[src/fto_pkg.sv]
// shared constants for the fault trip output conditioning block
package fto_pkg;
    // register byte addresses
    localparam logic [7:0] TRIP_MASK_ADDR = 8'h00;
    localparam logic [7:0] POL_ADDR = 8'h04;
    localparam logic [7:0] SEL_MAIN_ADDR = 8'h08;
    localparam logic [7:0] SEL_EXP_ADDR = 8'h0c;
    localparam logic [7:0] TRIP_ON_ADDR = 8'h10;
    localparam logic [7:0] TRIP_OFF_ADDR = 8'h14;
    localparam logic [7:0] DO_ON_ADDR = 8'h18;
    localparam logic [7:0] DO_OFF_ADDR = 8'h1c;
    localparam logic [7:0] OUT_STATE_ADDR = 8'h20;
    localparam logic [7:0] IRQ_STS_ADDR = 8'h24;
    localparam logic [7:0] IRQ_MSK_ADDR = 8'h28;
    // trip class bits, shared by mask, status and interrupt mask
    localparam int UV_BIT = 0;
    localparam int OTHER_BIT = 1;
    localparam int RFAIL_BIT = 2;
    localparam logic [2:0] TRIP_MASK_RST = 3'h2;
    localparam logic [2:0] IRQ_MSK_RST = 3'h0;
    // output channels: polarity bit order and select slots
    localparam int CH_FIRST_RELAY = 0;
    localparam int CH_MFT = 1;
    localparam int CH_RELAY2 = 2;
    localparam int NUM_BASE = 3;
    localparam int NUM_CH = 6;
    localparam logic [NUM_CH-1:0] POL_RST = 6'h00;
    // function select fields, one byte slot per channel
    localparam int SEL_W = 5;
    localparam int SEL_STRIDE = 8;
    localparam logic [SEL_W-1:0] TRIP_CODE = 5'h1c;
    localparam logic [SEL_W-1:0] SEL_FIRST_RELAY_RST = 5'h1c;
    localparam logic [SEL_W-1:0] SEL_MFT_RST = 5'h01;
    localparam logic [SEL_W-1:0] SEL_RELAY2_RST = 5'h0e;
    localparam logic [SEL_W-1:0] SEL_EXP_RST = 5'h00;
    // output state register fields
    localparam int OUT_TRIP_BIT = 8;
    localparam int OUT_EXP_BIT = 9;
    // delays in 10 ms steps
    localparam int DLY_W = 16;
    localparam logic [DLY_W-1:0] DLY_RST = 16'h0000;
    localparam int CLK_HZ = 25_000_000;
    localparam int TICK_MS = 10;
    localparam int TICK_CYCLES_DEF = CLK_HZ / 1000 * TICK_MS;
    localparam int DIV_W = 18;

    // true for every mapped register address
    function automatic logic addr_ok(input logic [7:0] a);
        return a <= IRQ_MSK_ADDR && a[1:0] == 2'b00;
    endfunction
endpackage

[src/fault_trip_output_control.sv]
// fault trip and general output conditioning with apb registers
`timescale 1ns/1ps
module fault_trip_output_control
    import fto_pkg::*;
#(
    parameter int TICK_CYCLES = TICK_CYCLES_DEF // clocks per 10 ms
) (
    input wire logic ref_clk_i, // 25 MHz system clock
    input wire logic rst_i, // async reset, active high
    input wire logic psel_i, // apb select
    input wire logic penable_i, // apb enable
    input wire logic pwrite_i, // apb direction
    input wire logic [7:0] paddr_i, // apb byte address
    input wire logic [31:0] pwdata_i, // apb write data
    output logic [31:0] prdata_o, // apb read data
    output logic pready_o, // apb ready
    output logic pslverr_o, // apb error, unmapped address
    input wire logic uv_trip_i, // undervoltage trip active
    input wire logic other_trip_i, // other fault trip active
    input wire logic restart_fail_i, // auto restart failed
    input wire logic [31:0] func_cond_i, // condition per function code
    input wire logic exp_present_i, // expansion module fitted (pin)
    output logic first_relay_o, // relay 1 coil
    output logic second_relay_o, // relay 2 coil
    output logic multi_function_terminal_o, // terminal output
    output logic [2:0] exp_out_o, // expansion outputs
    output logic irq_o // level interrupt
);
    typedef struct packed {
        logic [2:0] mask;
        logic [NUM_CH-1:0] pol;
        logic [NUM_CH-1:0][SEL_W-1:0] sel;
        logic [DLY_W-1:0] ton;
        logic [DLY_W-1:0] toff;
        logic [DLY_W-1:0] don;
        logic [DLY_W-1:0] doff;
        logic [2:0] sts;
        logic [2:0] msk;
        logic [2:0] trip_prev;
        logic [DIV_W-1:0] div;
        logic tick;
        logic [1:0] exp_sync;
        logic [NUM_CH-1:0] pin;
        logic [31:0] rdata;
    } ctl_t;

    ctl_t q;
    ctl_t d;
    logic [2:0] trips;
    logic trip_act;
    logic exp;
    logic wr;
    logic [2:0] clr;
    logic [NUM_CH-1:0] trip_mode;
    logic [NUM_CH-1:0] cond;
    logic [NUM_CH-1:0] tout;
    logic [NUM_CH-1:0] ch_ena;
    logic [NUM_CH-1:0] pin_raw;

    // pack three select slots into one register word
    function automatic logic [31:0] sel_word(
        input logic [NUM_CH-1:0][SEL_W-1:0] s,
        input int base
    );
        logic [31:0] w;
        w = '0;
        for (int k = 0; k < NUM_BASE; k++) begin
            w[k*SEL_STRIDE +: SEL_W] = s[base+k];
        end
        return w;
    endfunction

    // trip classes, gated by the mask; sources share our clock
    assign trips = {restart_fail_i, other_trip_i, uv_trip_i};
    assign trip_act = |(trips & q.mask);
    assign exp = q.exp_sync[1];
    assign ch_ena = {{(NUM_CH-NUM_BASE){exp}}, {NUM_BASE{1'b1}}};
    assign wr = psel_i && penable_i && pwrite_i;
    assign clr = (wr && paddr_i == IRQ_STS_ADDR) ? pwdata_i[2:0] : 3'h0;
    // raw polarity before the expansion gate
    assign pin_raw = tout ^ q.pol;

    // per-channel condition select and delay qualifier
    for (genvar c = 0; c < NUM_CH; c++) begin : g_ch
        // trip code picks the trip condition
        assign trip_mode[c] = q.sel[c] == TRIP_CODE;
        assign cond[c] = ch_ena[c] &&
            (trip_mode[c] ? trip_act : func_cond_i[q.sel[c]]);
        // trip mode swaps in the trip delays
        output_delay_timer u_output_delay_timer (
            .ref_clk_i(ref_clk_i),
            .rst_i(rst_i),
            .tick_i(q.tick),
            .cond_i(cond[c]),
            .on_dly_i(trip_mode[c] ? q.ton : q.don),
            .off_dly_i(trip_mode[c] ? q.toff : q.doff),
            .out_o(tout[c])
        );
    end

    // next-state logic: divider, sync, registers, status, pins
    always_comb begin
        d = q;
        d.exp_sync = {q.exp_sync[0], exp_present_i};
        d.tick = 1'b0;
        if (q.div == DIV_W'(TICK_CYCLES - 1)) begin
            d.div = '0;
            d.tick = 1'b1;
        end else begin
            d.div = q.div + 1'b1;
        end
        // read data latched in the setup phase so prdata is a flop
        if (psel_i && !penable_i) begin
            d.rdata = '0;
            case (paddr_i)
                TRIP_MASK_ADDR: d.rdata[2:0] = q.mask;
                POL_ADDR: d.rdata[NUM_CH-1:0] = q.pol;
                SEL_MAIN_ADDR: d.rdata = sel_word(q.sel, 0);
                SEL_EXP_ADDR: d.rdata = sel_word(q.sel, NUM_BASE);
                TRIP_ON_ADDR: d.rdata[DLY_W-1:0] = q.ton;
                TRIP_OFF_ADDR: d.rdata[DLY_W-1:0] = q.toff;
                DO_ON_ADDR: d.rdata[DLY_W-1:0] = q.don;
                DO_OFF_ADDR: d.rdata[DLY_W-1:0] = q.doff;
                OUT_STATE_ADDR: begin
                    d.rdata[NUM_CH-1:0] = q.pin;
                    d.rdata[OUT_TRIP_BIT] = trip_act;
                    d.rdata[OUT_EXP_BIT] = exp;
                end
                IRQ_STS_ADDR: d.rdata[2:0] = q.sts;
                IRQ_MSK_ADDR: d.rdata[2:0] = q.msk;
                default: d.rdata = '0;
            endcase
        end
        // register writes take effect in the access phase
        if (wr) begin
            case (paddr_i)
                TRIP_MASK_ADDR: d.mask = pwdata_i[2:0];
                POL_ADDR: d.pol = pwdata_i[NUM_CH-1:0];
                SEL_MAIN_ADDR: begin
                    for (int k = 0; k < NUM_BASE; k++) begin
                        d.sel[k] = pwdata_i[k*SEL_STRIDE +: SEL_W];
                    end
                end
                SEL_EXP_ADDR: begin
                    for (int k = 0; k < NUM_BASE; k++) begin
                        d.sel[NUM_BASE+k] = pwdata_i[k*SEL_STRIDE +: SEL_W];
                    end
                end
                TRIP_ON_ADDR: d.ton = pwdata_i[DLY_W-1:0];
                TRIP_OFF_ADDR: d.toff = pwdata_i[DLY_W-1:0];
                DO_ON_ADDR: d.don = pwdata_i[DLY_W-1:0];
                DO_OFF_ADDR: d.doff = pwdata_i[DLY_W-1:0];
                IRQ_MSK_ADDR: d.msk = pwdata_i[2:0];
                default: ;
            endcase
        end
        // expansion polarity bits exist only with the module
        if (!exp) begin
            d.pol[NUM_CH-1:NUM_BASE] = '0;
        end
        // trip class onsets are sticky; a new onset beats the clear
        d.trip_prev = trips;
        d.sts = (q.sts & ~clr) | (trips & ~q.trip_prev);
        // polarity applied per bit, lsb relay 1
        d.pin = pin_raw & ch_ena;
    end

    // state register with documented reset values
    always_ff @(posedge ref_clk_i or posedge rst_i) begin
        if (rst_i) begin
            q <= '0;
            q.mask <= TRIP_MASK_RST;
            q.pol <= POL_RST;
            q.sel[CH_FIRST_RELAY] <= SEL_FIRST_RELAY_RST;
            q.sel[CH_MFT] <= SEL_MFT_RST;
            q.sel[CH_RELAY2] <= SEL_RELAY2_RST;
            for (int k = NUM_BASE; k < NUM_CH; k++) begin
                q.sel[k] <= SEL_EXP_RST;
            end
            q.ton <= DLY_RST;
            q.toff <= DLY_RST;
            q.don <= DLY_RST;
            q.doff <= DLY_RST;
            q.msk <= IRQ_MSK_RST;
        end else begin
            q <= d;
        end
    end

    // outputs: pins and read data from flops, handshake combinational
    assign first_relay_o = q.pin[CH_FIRST_RELAY];
    assign multi_function_terminal_o = q.pin[CH_MFT];
    assign second_relay_o = q.pin[CH_RELAY2];
    assign exp_out_o = q.pin[NUM_CH-1:NUM_BASE];
    assign prdata_o = q.rdata;
    assign pready_o = 1'b1;
    assign pslverr_o = psel_i && penable_i && !addr_ok(paddr_i);
    assign irq_o = |(q.sts & q.msk);

    // relay 1 set up as a plain trip output with no on delay
    logic r1_trip_cfg;
    assign r1_trip_cfg = q.sel[CH_FIRST_RELAY] == TRIP_CODE &&
        q.ton == DLY_RST && !q.pol[CH_FIRST_RELAY];
endmodule

[src/output_delay_timer.sv]
// on/off delay qualifier for one output channel
`timescale 1ns/1ps
module output_delay_timer
    import fto_pkg::*;
(
    input wire logic ref_clk_i, // system clock
    input wire logic rst_i, // async reset, active high
    input wire logic tick_i, // one-cycle 10 ms step
    input wire logic cond_i, // raw output condition
    input wire logic [DLY_W-1:0] on_dly_i, // on delay, steps
    input wire logic [DLY_W-1:0] off_dly_i, // off delay, steps
    output logic out_o // qualified condition
);
    typedef struct packed {
        logic out;
        logic [DLY_W-1:0] cnt;
    } tmr_t;

    tmr_t q;
    tmr_t d;

    // count steps while the condition differs from the output
    always_comb begin
        d = q;
        if (cond_i == q.out) begin
            d.cnt = '0;
        end else if (cond_i && q.cnt >= on_dly_i) begin
            d.out = 1'b1;
            d.cnt = '0;
        end else if (!cond_i && q.cnt >= off_dly_i) begin
            d.out = 1'b0;
            d.cnt = '0;
        end else if (tick_i && q.cnt != '1) begin
            // saturate so a huge delay never wraps to zero
            d.cnt = q.cnt + 1'b1;
        end
    end

    // state register
    always_ff @(posedge ref_clk_i or posedge rst_i) begin
        if (rst_i) begin
            q <= '0;
        end else begin
            q <= d;
        end
    end

    assign out_o = q.out;
endmodule

[config.mk]
export PLATFORM = sky130hd
export DESIGN_NAME = fault_trip_output_control
export DESIGN_NICKNAME = d
export VERILOG_FILES = /design/src/fto_pkg.sv /design/src/fault_trip_output_control.sv /design/src/output_delay_timer.sv
export SDC_FILE = /design/constraint.sdc
export NUM_CORES = 1
export LEC_CHECK = 0
export BUFFER_PORTS_ARGS = -buffer_cell sky130_fd_sc_hd__buf_2
export CORE_UTILIZATION = 25
export CTS_BUF_LIST = sky130_fd_sc_hd__clkbuf_2 sky130_fd_sc_hd__clkbuf_4 sky130_fd_sc_hd__clkbuf_8
export CTS_CLUSTER_SIZE = 25
export DETAILED_ROUTE_END_ITERATION = 10
export GPL_TIMING_DRIVEN = 1
export PLACE_DENSITY = 0.43
export SLEW_MARGIN = 0
export SYNTH_ARGS = -nofsm -noshare
export SYNTH_HDL_FRONTEND = slang
export SYNTH_SLANG_ARGS = --single-unit
[constraint.sdc]
create_clock -name ref_clk_i -period 11.8 [get_ports ref_clk_i]
set_input_delay 1.77 -clock ref_clk_i [delete_from_list [all_inputs] [get_ports ref_clk_i]]
set_output_delay 1.77 -clock ref_clk_i [all_outputs]
set_load 0.01 [all_outputs]
==> results of run 1 <==
## through the flow
| stage | worst slack [ps] | area [um^2] | util [%] | std cells |
|---|---|---|---|---|
| floorplan | 2830 | 20100 | - | 1975 |
| global placement | 6800 | 21400 | 27.1 | 3026 |
| detailed placement | 6810 | 21400 | 27.1 | 3026 |
| CTS | 6810 | 22600 | 28.6 | 3122 |
| global route | 6670 | 22600 | 28.6 | 3123 |
| finish | 6820 | 22600 | 28.6 | 3123 |
## cell usage after synthesis (6+ instances only)
library cell	count	share of area [%]
sky130_fd_sc_hd__o21a_1	6	0.22
sky130_fd_sc_hd__o22ai_1	7	0.22
sky130_fd_sc_hd__nand4_1	47	1.5
sky130_fd_sc_hd__inv_1	29	0.54
sky130_fd_sc_hd__a221oi_1	11	0.48
sky130_fd_sc_hd__mux2i_1	206	10
sky130_fd_sc_hd__mux4_2	48	5.4
sky130_fd_sc_hd__dfrtp_1	254	32
sky130_fd_sc_hd__nand3_1	59	1.5
sky130_fd_sc_hd__o21ai_0	57	1.4
sky130_fd_sc_hd__and4_1	9	0.39
sky130_fd_sc_hd__a22oi_1	28	1.1
sky130_fd_sc_hd__ha_1	199	12
sky130_fd_sc_hd__and2_1	9	0.28
sky130_fd_sc_hd__nor2b_1	14	0.44
sky130_fd_sc_hd__a211oi_1	24	0.90
sky130_fd_sc_hd__and3_1	20	0.63
sky130_fd_sc_hd__a31oi_1	9	0.28
sky130_fd_sc_hd__mux2_2	125	7.0
sky130_fd_sc_hd__nand2_1	124	2.3
sky130_fd_sc_hd__buf_2	13	0.33
sky130_fd_sc_hd__buf_1	28	0.53
sky130_fd_sc_hd__nor3b_1	7	0.26
sky130_fd_sc_hd__a21o_1	22	0.83
sky130_fd_sc_hd__clkbuf_1	39	0.73
sky130_fd_sc_hd__buf_4	38	1.4
sky130_fd_sc_hd__xnor2_1	39	1.7
sky130_fd_sc_hd__nor4_1	9	0.28
sky130_fd_sc_hd__nor2_1	200	3.8
sky130_fd_sc_hd__nand2b_1	24	0.75
sky130_fd_sc_hd__or3_1	7	0.22
sky130_fd_sc_hd__dfstp_2	8	1.1
sky130_fd_sc_hd__a21oi_1	58	1.5
sky130_fd_sc_hd__nor3_1	33	0.83
sky130_fd_sc_hd__xor2_1	62	2.7
sky130_fd_sc_hd__o211ai_1	8	0.30
## power by group through the flow
stage	logic, mW	registers [mW]	clock network, mW
final	0.179	0.951	1.06
after CTS	0.181	0.950	1.10
after global routing	0.198	0.951	1.13
after detailed placement	0.181	0.966	0
after floorplan	0.125	0.942	0
after global placement	0.178	0.966	0
## placed cells by master, fill, tap and decap left out, types with 11 or more instances in the layout
| master | n |
|---|---|
| sky130_fd_sc_hd__a211oi_1 | 24 |
| sky130_fd_sc_hd__buf_2 | 98 |
| sky130_fd_sc_hd__clkinv_2 | 12 |
| sky130_fd_sc_hd__nand4_1 | 47 |
| sky130_fd_sc_hd__buf_4 | 24 |
| sky130_fd_sc_hd__clkbuf_8 | 67 |
| sky130_fd_sc_hd__nand2b_1 | 24 |
| sky130_fd_sc_hd__a22oi_1 | 28 |
| sky130_fd_sc_hd__mux2i_1 | 206 |
| sky130_fd_sc_hd__mux2_2 | 125 |
| sky130_fd_sc_hd__xnor2_1 | 39 |
| sky130_fd_sc_hd__conb_1 | 12 |
| sky130_fd_sc_hd__a21o_1 | 22 |
| sky130_fd_sc_hd__nand3_1 | 59 |
| sky130_fd_sc_hd__o21ai_0 | 57 |
| sky130_fd_sc_hd__nor2_1 | 200 |
| sky130_fd_sc_hd__dfrtp_1 | 254 |
| sky130_fd_sc_hd__mux4_2 | 48 |
| sky130_fd_sc_hd__ha_1 | 199 |
| sky130_fd_sc_hd__nor3_1 | 33 |
| sky130_fd_sc_hd__nand2_1 | 123 |
| sky130_fd_sc_hd__a221oi_1 | 11 |
| sky130_fd_sc_hd__nor2b_1 | 14 |
| sky130_fd_sc_hd__and3_1 | 20 |
| sky130_fd_sc_hd__inv_1 | 28 |
| sky130_fd_sc_hd__xor2_1 | 62 |
| sky130_fd_sc_hd__a21oi_1 | 58 |
## how the worst max path moves through the flow
| stage | from | endpoint | cells after the start |
|---|---|---|---|
| 2_1_floorplan | rst_i | ch_ena[3] | 1 |
| 3_3_place_gp | paddr_i[3] | pslverr_o | 6 |
| 3_5_place_dp | paddr_i[3] | pslverr_o | 6 |
| 4_1_cts | paddr_i[3] | pslverr_o | 6 |
| 5_1_grt | paddr_i[3] | pslverr_o | 6 |
| 6_report | paddr_i[3] | pslverr_o | 6 |
## layer usage
metal  GRT usage, %  vias up  part of all wire [%]
li1               -     7418                     -
met1           24.0     8235                    45
met2           28.1      520                    45
met3           2.88      165                   5.4
met4           7.21        2                   4.2
met5              0        -                 0.018
## logic make-up (layout without fill, tap and decap cells)
family | count (synthesis) | after routing
flops | 262 | 262
compound gates | 292 | 292
other cells | 2 | 13
fa+ha+maj | 199 | 199
simple gates | 580 | 580
buf+inv | 150 | 247
xor+xnor | 101 | 101
mux | 379 | 379
## final cells by class
type	count	share of cell area, %
antenna	1	0.0111
clock buffer	76	4.38
clock inverter	20	0.896
inverter	29	0.514
multi-input combinational	1563	56.4
sequential	262	29.0
tap	1050	5.81
timing repair buffer	122	2.97
## sequential cells by signal (all words and copies together), names as in the netlist
register,count
q,131
g_ch.u_output_delay_timer.q,96
prdata_o,21
g_ch.u_output_delay_timer.out_o,6
exp_out_o,3
ch_ena,1
d,1
first_relay_o,1
multi_function_terminal_o,1
second_relay_o,1
==> metrics.txt, run 1 <==
status finished, final reports clean; nets@finish between 2000 and 2500; master of the slowest instance on the critical path sky130_fd_sc_hd__nor3b_1; site row count 103; Worst-path clk slew roughly 60 ps; minimum period implied by the final worst setup slack approximately 5000 ps; via count 16300; total power divided by cell area just under 100 nW/um^2; Reg2Reg Launch Point q[157]; share of total power in the clock network roughly 49%; CP Class input pin to primary output; clock tree root driver cell sky130_fd_sc_hd__clkbuf_8; leftover overflow at the end of global routing 0; floorplan die width 285 um; Longest Clk Path Bufs 3; sequential standard cell area about 6600 um^2; signal arrival time at the worst endpoint approximately 3200 ps; hold path start d[39]; FF-to-FF setup slack ~7400 ps; initial cell density of the core roughly 25%; Max Slew Vio Count 0; area delta synth->final 13.0%; sequential area share after synthesis between 30% and 40%; TritonCTS clock tree built; complex-gate fraction of the synthesized area between 10% and 20%; Max Cap Violations 0; number of filler cells placed in the layout 8391; most common cell type on the critical path sky130_fd_sc_hd__buf_2; Hold Slack 352 ps; Synth Area per Inst 10.2 um^2; fraction of power consumed by sequential logic between 40% and 50%; Worst setup EP type primary output; pin count of the biggest net entering global routing 72; setup TNS 0 ps; number of buffers created by CTS 51; proportion of synthesized area in mux cells a little under a quarter; CTS Hold Bufs 0; placed wire-length estimate ~52000 um; total routing usage reported by global routing about 18%; class of the most critical hold timing path flop to flop; number of iterations in the first detailed-routing pass 7; dominant delay contributor by cell family on the critical path simple AND/OR/NAND/NOR gates; ANT nets after route 0; final number of setup-violating endpoints 0; Fin. Hold Viols 0; Max IR drop VDD 0.0000713 V; residual DRC count 0; slew margin rel. 24.4%; share of the clock period used by the worst path after layout approximately 42%; combined buffer and inverter count along the critical path 2; Port Buffer Count 98; Detailed Route WL between 70000 and 80000 um; Final Skew between 70 and 80 ps; die area approximately 81000 um^2; clock latency on the worst-skew pair roughly 700 ps; Critical Path Max Stage Delay ~620 ps; post-synth cell types 69; postcts setup bufs 0; slew at the pin closest to its max-slew limit between 1000 and 1500 ps; die height between 200 and 300 um; maximum fanout count along the critical path 7; antenna violations before repair 3; cell-internal power 1.59 mW; Sw Pwr around 600 uW; Post-synth EDFFs 0; Main synth FF type sky130_fd_sc_hd__dfrtp_1; average wire per cell in the routed design 23.3 um; combined area of the multi-input logic cells between 10000 and 15000 um^2; netlist area before placement about 20000 um^2; 1st-iter DRT viols between 1000 and 1500; share of synthesized flip-flops with an asynchronous set or reset 100%; post-synthesis cell count about 2000; Worst Hold Depth 0; setup repair after global routing missed its margin no; switching share of power a little over a quarter; total core area about 79000 um^2; maximum clock frequency between 0.2 and 0.25 GHz; cell breakdown of the critical path buf_2, nor3b_1, nand2b_1, nor2_1, a211oi_1, buf_2; IO Pins 122; number of warning messages in the yosys log 0; global-route wire length before repair 108000 um; simple-gate share of the synthesized area between 10% and 20%; combinational family with the most area after synthesis multiplexers; reg2reg end g_ch[5].u_output_delay_timer.q[8]; Hold Path Sink ch_ena[3]; power share of the combinational group between 8 and 9%; PostCTS Resize Cnt 0; Vias per Instance between 5 and 6; power after layout approximately 2.2 mW; via count of the first global-routing pass roughly 16000; CTS H-Tree Depth 2; clock sink count approximately 260; P_leak around 10 nW; CP Launch Type input pin; register bit count reported by yosys around 260; fraction of the mapped netlist area in adder cells between 10% and 20%; weighted congestion at the end of routability-driven global placement slightly below 0.9; xor-xnor portion of the synthesized cell area 4.42%; ratio of cells with drive above 1 in the final layout about a fifth; r2r worst-path depth 12; required time of the critical path roughly 10000 ps
Power figures use the tool's default switching activity.
==> run 2, diff against run 1 <==
--- a/config.mk
+++ b/config.mk
@@ -11,7 +11,7 @@
 export CTS_CLUSTER_SIZE = 25
 export DETAILED_ROUTE_END_ITERATION = 10
 export GPL_TIMING_DRIVEN = 1
-export PLACE_DENSITY = 0.43
+export PLACE_DENSITY = 0.44
 export SLEW_MARGIN = 0
 export SYNTH_ARGS = -nofsm -noshare
 export SYNTH_HDL_FRONTEND = slang
==> constraint.sdc (replaced) <==
create_clock -name ref_clk_i -period 4.3 [get_ports ref_clk_i]
set_input_delay 0.645 -clock ref_clk_i [delete_from_list [all_inputs] [get_ports ref_clk_i]]
set_output_delay 0.645 -clock ref_clk_i [all_outputs]
set_load 0.01 [all_outputs]
==> metrics.txt, run 2 (same netlist as run 1, synthesis figures left out) <==
number of iterations in the first detailed-routing pass 6; Worst-path clk slew roughly 60 ps; flip-flop count of the largest register after layout 131; commonest cells after routing, fill and taps aside sky130_fd_sc_hd__dfrtp_1, sky130_fd_sc_hd__mux2i_1, sky130_fd_sc_hd__nor2_1, sky130_fd_sc_hd__ha_1, sky130_fd_sc_hd__mux2_2; total placed instance area around 22000 um^2; final number of setup-violating endpoints 0; placed wire-length estimate approximately 53000 um; pin count of the biggest net entering global routing 98; reg2reg end g_ch[4].u_output_delay_timer.q[14]; number of buffers created by CTS 50; ratio of cells with drive above 1 in the final layout 20.8%; FF-to-FF setup slack 500 ps; sequential standard cell area 6570 um^2; TritonCTS clock tree built; Max Cap Violations 0; Max Slew Vio Count 0; setup repair after global routing missed its margin no; most common cell type on the critical path sky130_fd_sc_hd__buf_4; power after layout around 6 mW; slew at the pin closest to its max-slew limit ~1100 ps; clock latency on the worst-skew pair 690 ps; CP Launch Type flop; slew margin rel. 28.2%; via count 16400; number of filler cells placed in the layout between 8000 and 9000; nets@finish 2339; total routing usage reported by global routing around 18%; ANT nets after route 0; PostCTS Resize Cnt 0; Worst setup EP type flop; minimum period implied by the final worst setup slack 3800 ps; class of the most critical hold timing path input pin to asynchronous set/reset pin; maximum clock frequency approximately 0.26 GHz; Detailed Route WL between 70000 and 80000 um; postcts setup bufs 0; 1st-iter DRT viols approximately 1400; cell breakdown of the critical path nand2_1, nor4b_2, buf_4, buf_4, mux2i_1, ha_1, o21ai_0, a21oi_1, a221o_1, a41oi_1, mux2i_1, buf_4, nor3_1; Port Buffer Count 98; Reg2Reg Launch Point q[155]; setup TNS 0 ps; IO Pins approximately 120; maximum fanout count along the critical path 27; CTS H-Tree Depth 2; Fin. Hold Viols 0; total core area just under 80000 um^2; site row count just over 100; status finished, final reports clean; most common library cell in the layout ignoring fill and taps sky130_fd_sc_hd__dfrtp_1; Vias per Instance roughly 5.2; total power divided by cell area ~270 nW/um^2; floorplan die width roughly 280 um; Critical Path Max Stage Delay 560 ps; share of the clock period used by the worst path after layout 88.3%; required time of the critical path ~4900 ps; Final Skew 77.5 ps; clock sink count 262; CP Class flop to flop; die height about 280 um; via count of the first global-routing pass around 17000; area delta synth->final 14.5%; combined area of the multi-input logic cells between 10000 and 15000 um^2; P_leak about 10 nW; clock tree root driver cell sky130_fd_sc_hd__clkbuf_8; antenna violations before repair 3; Biggest register q; initial cell density of the core between 20 and 30%; master of the slowest instance on the critical path sky130_fd_sc_hd__dfrtp_1; Longest Clk Path Bufs 3; cell area after layout approximately 23000 um^2; CTS Hold Bufs 0; residual DRC count 0; weighted congestion at the end of routability-driven global placement 0.877; signal arrival time at the worst endpoint 4370 ps; die area 81200 um^2; Max IR drop VDD 0.000175 V; r2r worst-path depth 13; average wire per cell in the routed design around 23 um; leftover overflow at the end of global routing 0; global-route wire length before repair around 110000 um
[run 2: cell count changes in the layout (fill, tap and decap cells not counted), moves of 2 or more]
cell	before	now
sky130_fd_sc_hd__buf_12	0	5
sky130_fd_sc_hd__buf_4	24	50
sky130_fd_sc_hd__bufinv_16	3	6
sky130_fd_sc_hd__clkbuf_4	9	15
sky130_fd_sc_hd__clkbuf_8	67	62
sky130_fd_sc_hd__clkinv_2	12	6
sky130_fd_sc_hd__inv_6	2	0
[run 2: power breakdown]
part,internal [mW],switching [mW],total [mW]
clock network,1.80,1.23,3.02
registers,2.51,0.0900,2.60
logic,0.201,0.313,0.513
total,4.51,1.63,6.13
[run 2: metal layers]
metal	GRT usage, %	wire [um]	vias up	share of wire [%]
li1	-	-	7470	-
met1	24.9	33400	8207	45
met2	28.2	32800	530	45
met3	2.95	4260	150	5.8
met4	7.06	3040	4	4.1
met5	0	18	-	0.024
[run 2: stage by stage]
| stage | utilization [%] | setup slack [ps] | hold slack [ps] | cells |
|---|---|---|---|---|
| finish | 29.0 | 504 | 101 | 3150 |
| global placement | 27.4 | 497 | 341 | 3057 |
| global route | 29.0 | 307 | 78.7 | 3150 |
| CTS | 29.0 | 548 | 52.4 | 3149 |
| detailed placement | 27.4 | 574 | 337 | 3057 |
| floorplan | - | 206 | 331 | 1975 |
[run 2: worst max-delay path by stage]
stage / startpoint / endpoint / cells after the start / slack [ps]
after floorplan: rst_i / ch_ena[3] / 1 / 210
after global placement: q[155] / g_ch[4].u_output_delay_timer.q[14] / 13 / 500
after detailed placement: q[155] / g_ch[4].u_output_delay_timer.q[14] / 13 / 570
after CTS: q[155] / g_ch[4].u_output_delay_timer.q[14] / 13 / 550
after global routing: q[155] / g_ch[4].u_output_delay_timer.q[14] / 13 / 310
final: q[155] / g_ch[4].u_output_delay_timer.q[14] / 13 / 500
[run 2: critical path, delay by kind of cell (launching register included)]
kind / cells / cell delay (ps)
multiplexers: 2 / 370
AND/OR/NAND/NOR: 3 / 680
buffers and inverters: 3 / 930
AO/OA/AOI/OAI: 4 / 890
adder cells (fa/ha/maj): 1 / 250
flip-flops: 1 / 560
[run 2: area by class of cell]
cell class	instances	share of cell area, %
clock buffers	77	4.21
flip-flops and latches	262	28.6
multi-input cells	1563	55.6
clock inverters	15	1.05
diodes	1	0.0109
repair buffers	153	4.21
well taps	1050	5.73
inverters	29	0.491
==> run 3, diff against run 2 <==
--- a/config.mk
+++ b/config.mk
@@ -5,13 +5,15 @@
 export SDC_FILE = /design/constraint.sdc
 export NUM_CORES = 1
 export LEC_CHECK = 0
-export BUFFER_PORTS_ARGS = -buffer_cell sky130_fd_sc_hd__buf_2
+export CELL_PAD_IN_SITES_DETAIL_PLACEMENT = 1
+export CELL_PAD_IN_SITES_GLOBAL_PLACEMENT = 1
 export CORE_UTILIZATION = 25
 export CTS_BUF_LIST = sky130_fd_sc_hd__clkbuf_2 sky130_fd_sc_hd__clkbuf_4 sky130_fd_sc_hd__clkbuf_8
 export CTS_CLUSTER_SIZE = 25
 export DETAILED_ROUTE_END_ITERATION = 10
+export DONT_BUFFER_PORTS = 1
 export GPL_TIMING_DRIVEN = 1
-export PLACE_DENSITY = 0.44
+export PLACE_DENSITY = 0.5
 export SLEW_MARGIN = 0
 export SYNTH_ARGS = -nofsm -noshare
 export SYNTH_HDL_FRONTEND = slang
==> metrics.txt, run 3 (same netlist as run 1, synthesis figures left out) <==
1st-iter DRT viols 979; status finished, final reports clean; minimum period implied by the final worst setup slack a little under 4000 ps; Detailed Route WL 78800 um; residual DRC count 0; met2 routed wirelength 36900 um; number of buffers created by CTS 52; share of the clock period used by the worst path after layout 90.8%; Max Cap Violations 0; detailed route wirelength on metal3 about 3700 um; required time of the critical path 4880 ps; Fin. Hold Viols 0; class of the most critical hold timing path input pin to asynchronous set/reset pin; share of total power in the clock network 49.5%; CP Launch Type flop; leftover overflow at the end of global routing 0; fraction of power consumed by sequential logic 43.6%; pin count of the biggest net entering global routing 87; area delta synth->final 12.5%; Biggest register q; floorplan die width 285 um; Sw Pwr ~1.6 mW; Worst setup EP type flop; weighted congestion at the end of routability-driven global placement about 0.87; most common library cell in the layout ignoring fill and taps sky130_fd_sc_hd__dfrtp_1; maximum clock frequency 0.256 GHz; maximum fanout count along the critical path 18; Final Skew between 50 and 60 ps; power after layout 5.99 mW; signal arrival time at the worst endpoint around 4500 ps; TritonCTS clock tree built; via count of the first global-routing pass between 15000 and 20000; switching share of power approximately 27%; ratio of cells with drive above 1 in the final layout 17.3%; die area around 81000 um^2; Max Slew Vio Count 0; clock tree root driver cell sky130_fd_sc_hd__clkbuf_8; site row count between 100 and 150; max layer used met4; clock sink count ~260; cell breakdown of the critical path nor2_1, nand4_1, buf_4, mux2i_1, ha_1, a21oi_1, o21ai_0, or4_1, a211oi_1, o21bai_1, mux2_2, nor3_1; antenna violations before repair 3; cell-internal power about 4.4 mW; PostCTS Resize Cnt 0; P_leak 10.0 nW; commonest cells after routing, fill and taps aside sky130_fd_sc_hd__dfrtp_1, sky130_fd_sc_hd__mux2i_1, sky130_fd_sc_hd__nor2_1, sky130_fd_sc_hd__ha_1, sky130_fd_sc_hd__mux2_2; IO Pins 122; average wire per cell in the routed design 25.7 um; ANT nets after route 0; flip-flop count of the largest register after layout about 130; power share of the combinational group roughly 6.9%; CTS H-Tree Depth 2; Max IR drop VDD 0.000192 V; total routing usage reported by global routing 19.4%; initial cell density of the core between 20 and 30%; slew at the pin closest to its max-slew limit ~1100 ps; Worst-path clk slew 60 ps; die height around 280 um; setup repair after global routing missed its margin no; master of the slowest instance on the critical path sky130_fd_sc_hd__or4_1; number of iterations in the first detailed-routing pass 5; total power divided by cell area about 270 nW/um^2; total core area about 79000 um^2; placed wire-length estimate between 50000 and 60000 um; Longest Clk Path Bufs 3; nets@finish between 2000 and 2500; global-route wire length before repair about 120000 um; final number of setup-violating endpoints 0; setup TNS 0 ps; postcts setup bufs 0; Vias per Instance 5.31; slew margin rel. 27.9%; CP Class flop to flop; Port Buffer Count 0; clock latency on the worst-skew pair approximately 700 ps; via count between 15000 and 20000; routed metal-1 wirelength approximately 35000 um; Critical Path Max Stage Delay about 570 ps
-- run 3: critical path, delay by kind of cell (launching register included) --
family / cells / cell delay (ps)
buf+inv: 1 / 360
simple gates: 4 / 960
flops: 1 / 540
fa+ha+maj: 1 / 320
mux: 2 / 820
compound gates: 4 / 790
-- run 3: worst paths after layout --
path | slack, ps | cells after the start | start | endpoint
max | 390 | 12 | q[158] | g_ch[5].u_output_delay_timer.q[8]
min | 80 | 1 | rst_i | g_ch[4].u_output_delay_timer.q[10]
max reg2reg | 390 | 12 | q[158] | g_ch[5].u_output_delay_timer.q[8]
min reg2reg | 350 | 0 | d[39] | ch_ena[3]
max in group asynchronous | 3180 | 2 | rst_i | q[48]
min in group ref_clk_i | 90 | 1 | pwdata_i[15] | q[115]
-- run 3: per-layer routing --
| layer | track usage (%) | up-vias |
|---|---|---|
| li1 | - | 7318 |
| met1 | 25.6 | 8426 |
| met2 | 31.8 | 416 |
| met3 | 2.96 | 139 |
| met4 | 7.27 | 0 |
| met5 | 0 | - |
-- run 3: power groups by stage --
stage / registers, mW / clock network [mW] / logic, mW
2_1_floorplan: 2.59 / 0 / 0.342
3_3_place_gp: 2.66 / 0 / 0.409
3_5_place_dp: 2.66 / 0 / 0.418
4_1_cts: 2.61 / 3.07 / 0.422
5_1_grt: 2.61 / 3.17 / 0.462
6_report: 2.61 / 2.97 / 0.414
-- run 3: final cells by class --
cell class | instances | area (um^2)
clock buffers | 86 | 1070
well taps | 1050 | 1310
diodes | 2 | 5.00
clock inverters | 12 | 136
flip-flops and latches | 262 | 6570
repair buffers | 64 | 566
inverters | 29 | 113
multi-input cells | 1563 | 12800
fillers | 8972 | 56600
-- run 3: stage by stage --
| step | utilization (%) | hold slack [ps] | setup WS [ps] | std cells | instance area, um^2 |
|---|---|---|---|---|---|
| 2_1_floorplan | - | 331 | 206 | 1975 | 20100 |
| 3_3_place_gp | 26.9 | 345 | 472 | 2964 | 21300 |
| 3_5_place_dp | 26.9 | 341 | 423 | 2964 | 21300 |
| 4_1_cts | 28.5 | 39.4 | 404 | 3066 | 22500 |
| 5_1_grt | 28.5 | 66.7 | 184 | 3068 | 22500 |
| 6_report | 28.5 | 79.0 | 393 | 3068 | 22500 |
-- run 3: repair_timing --
item,CTS,global route
endpoints found under the setup margin,0,0
hold endpoints to repair,4,0
hold buffers,4,0
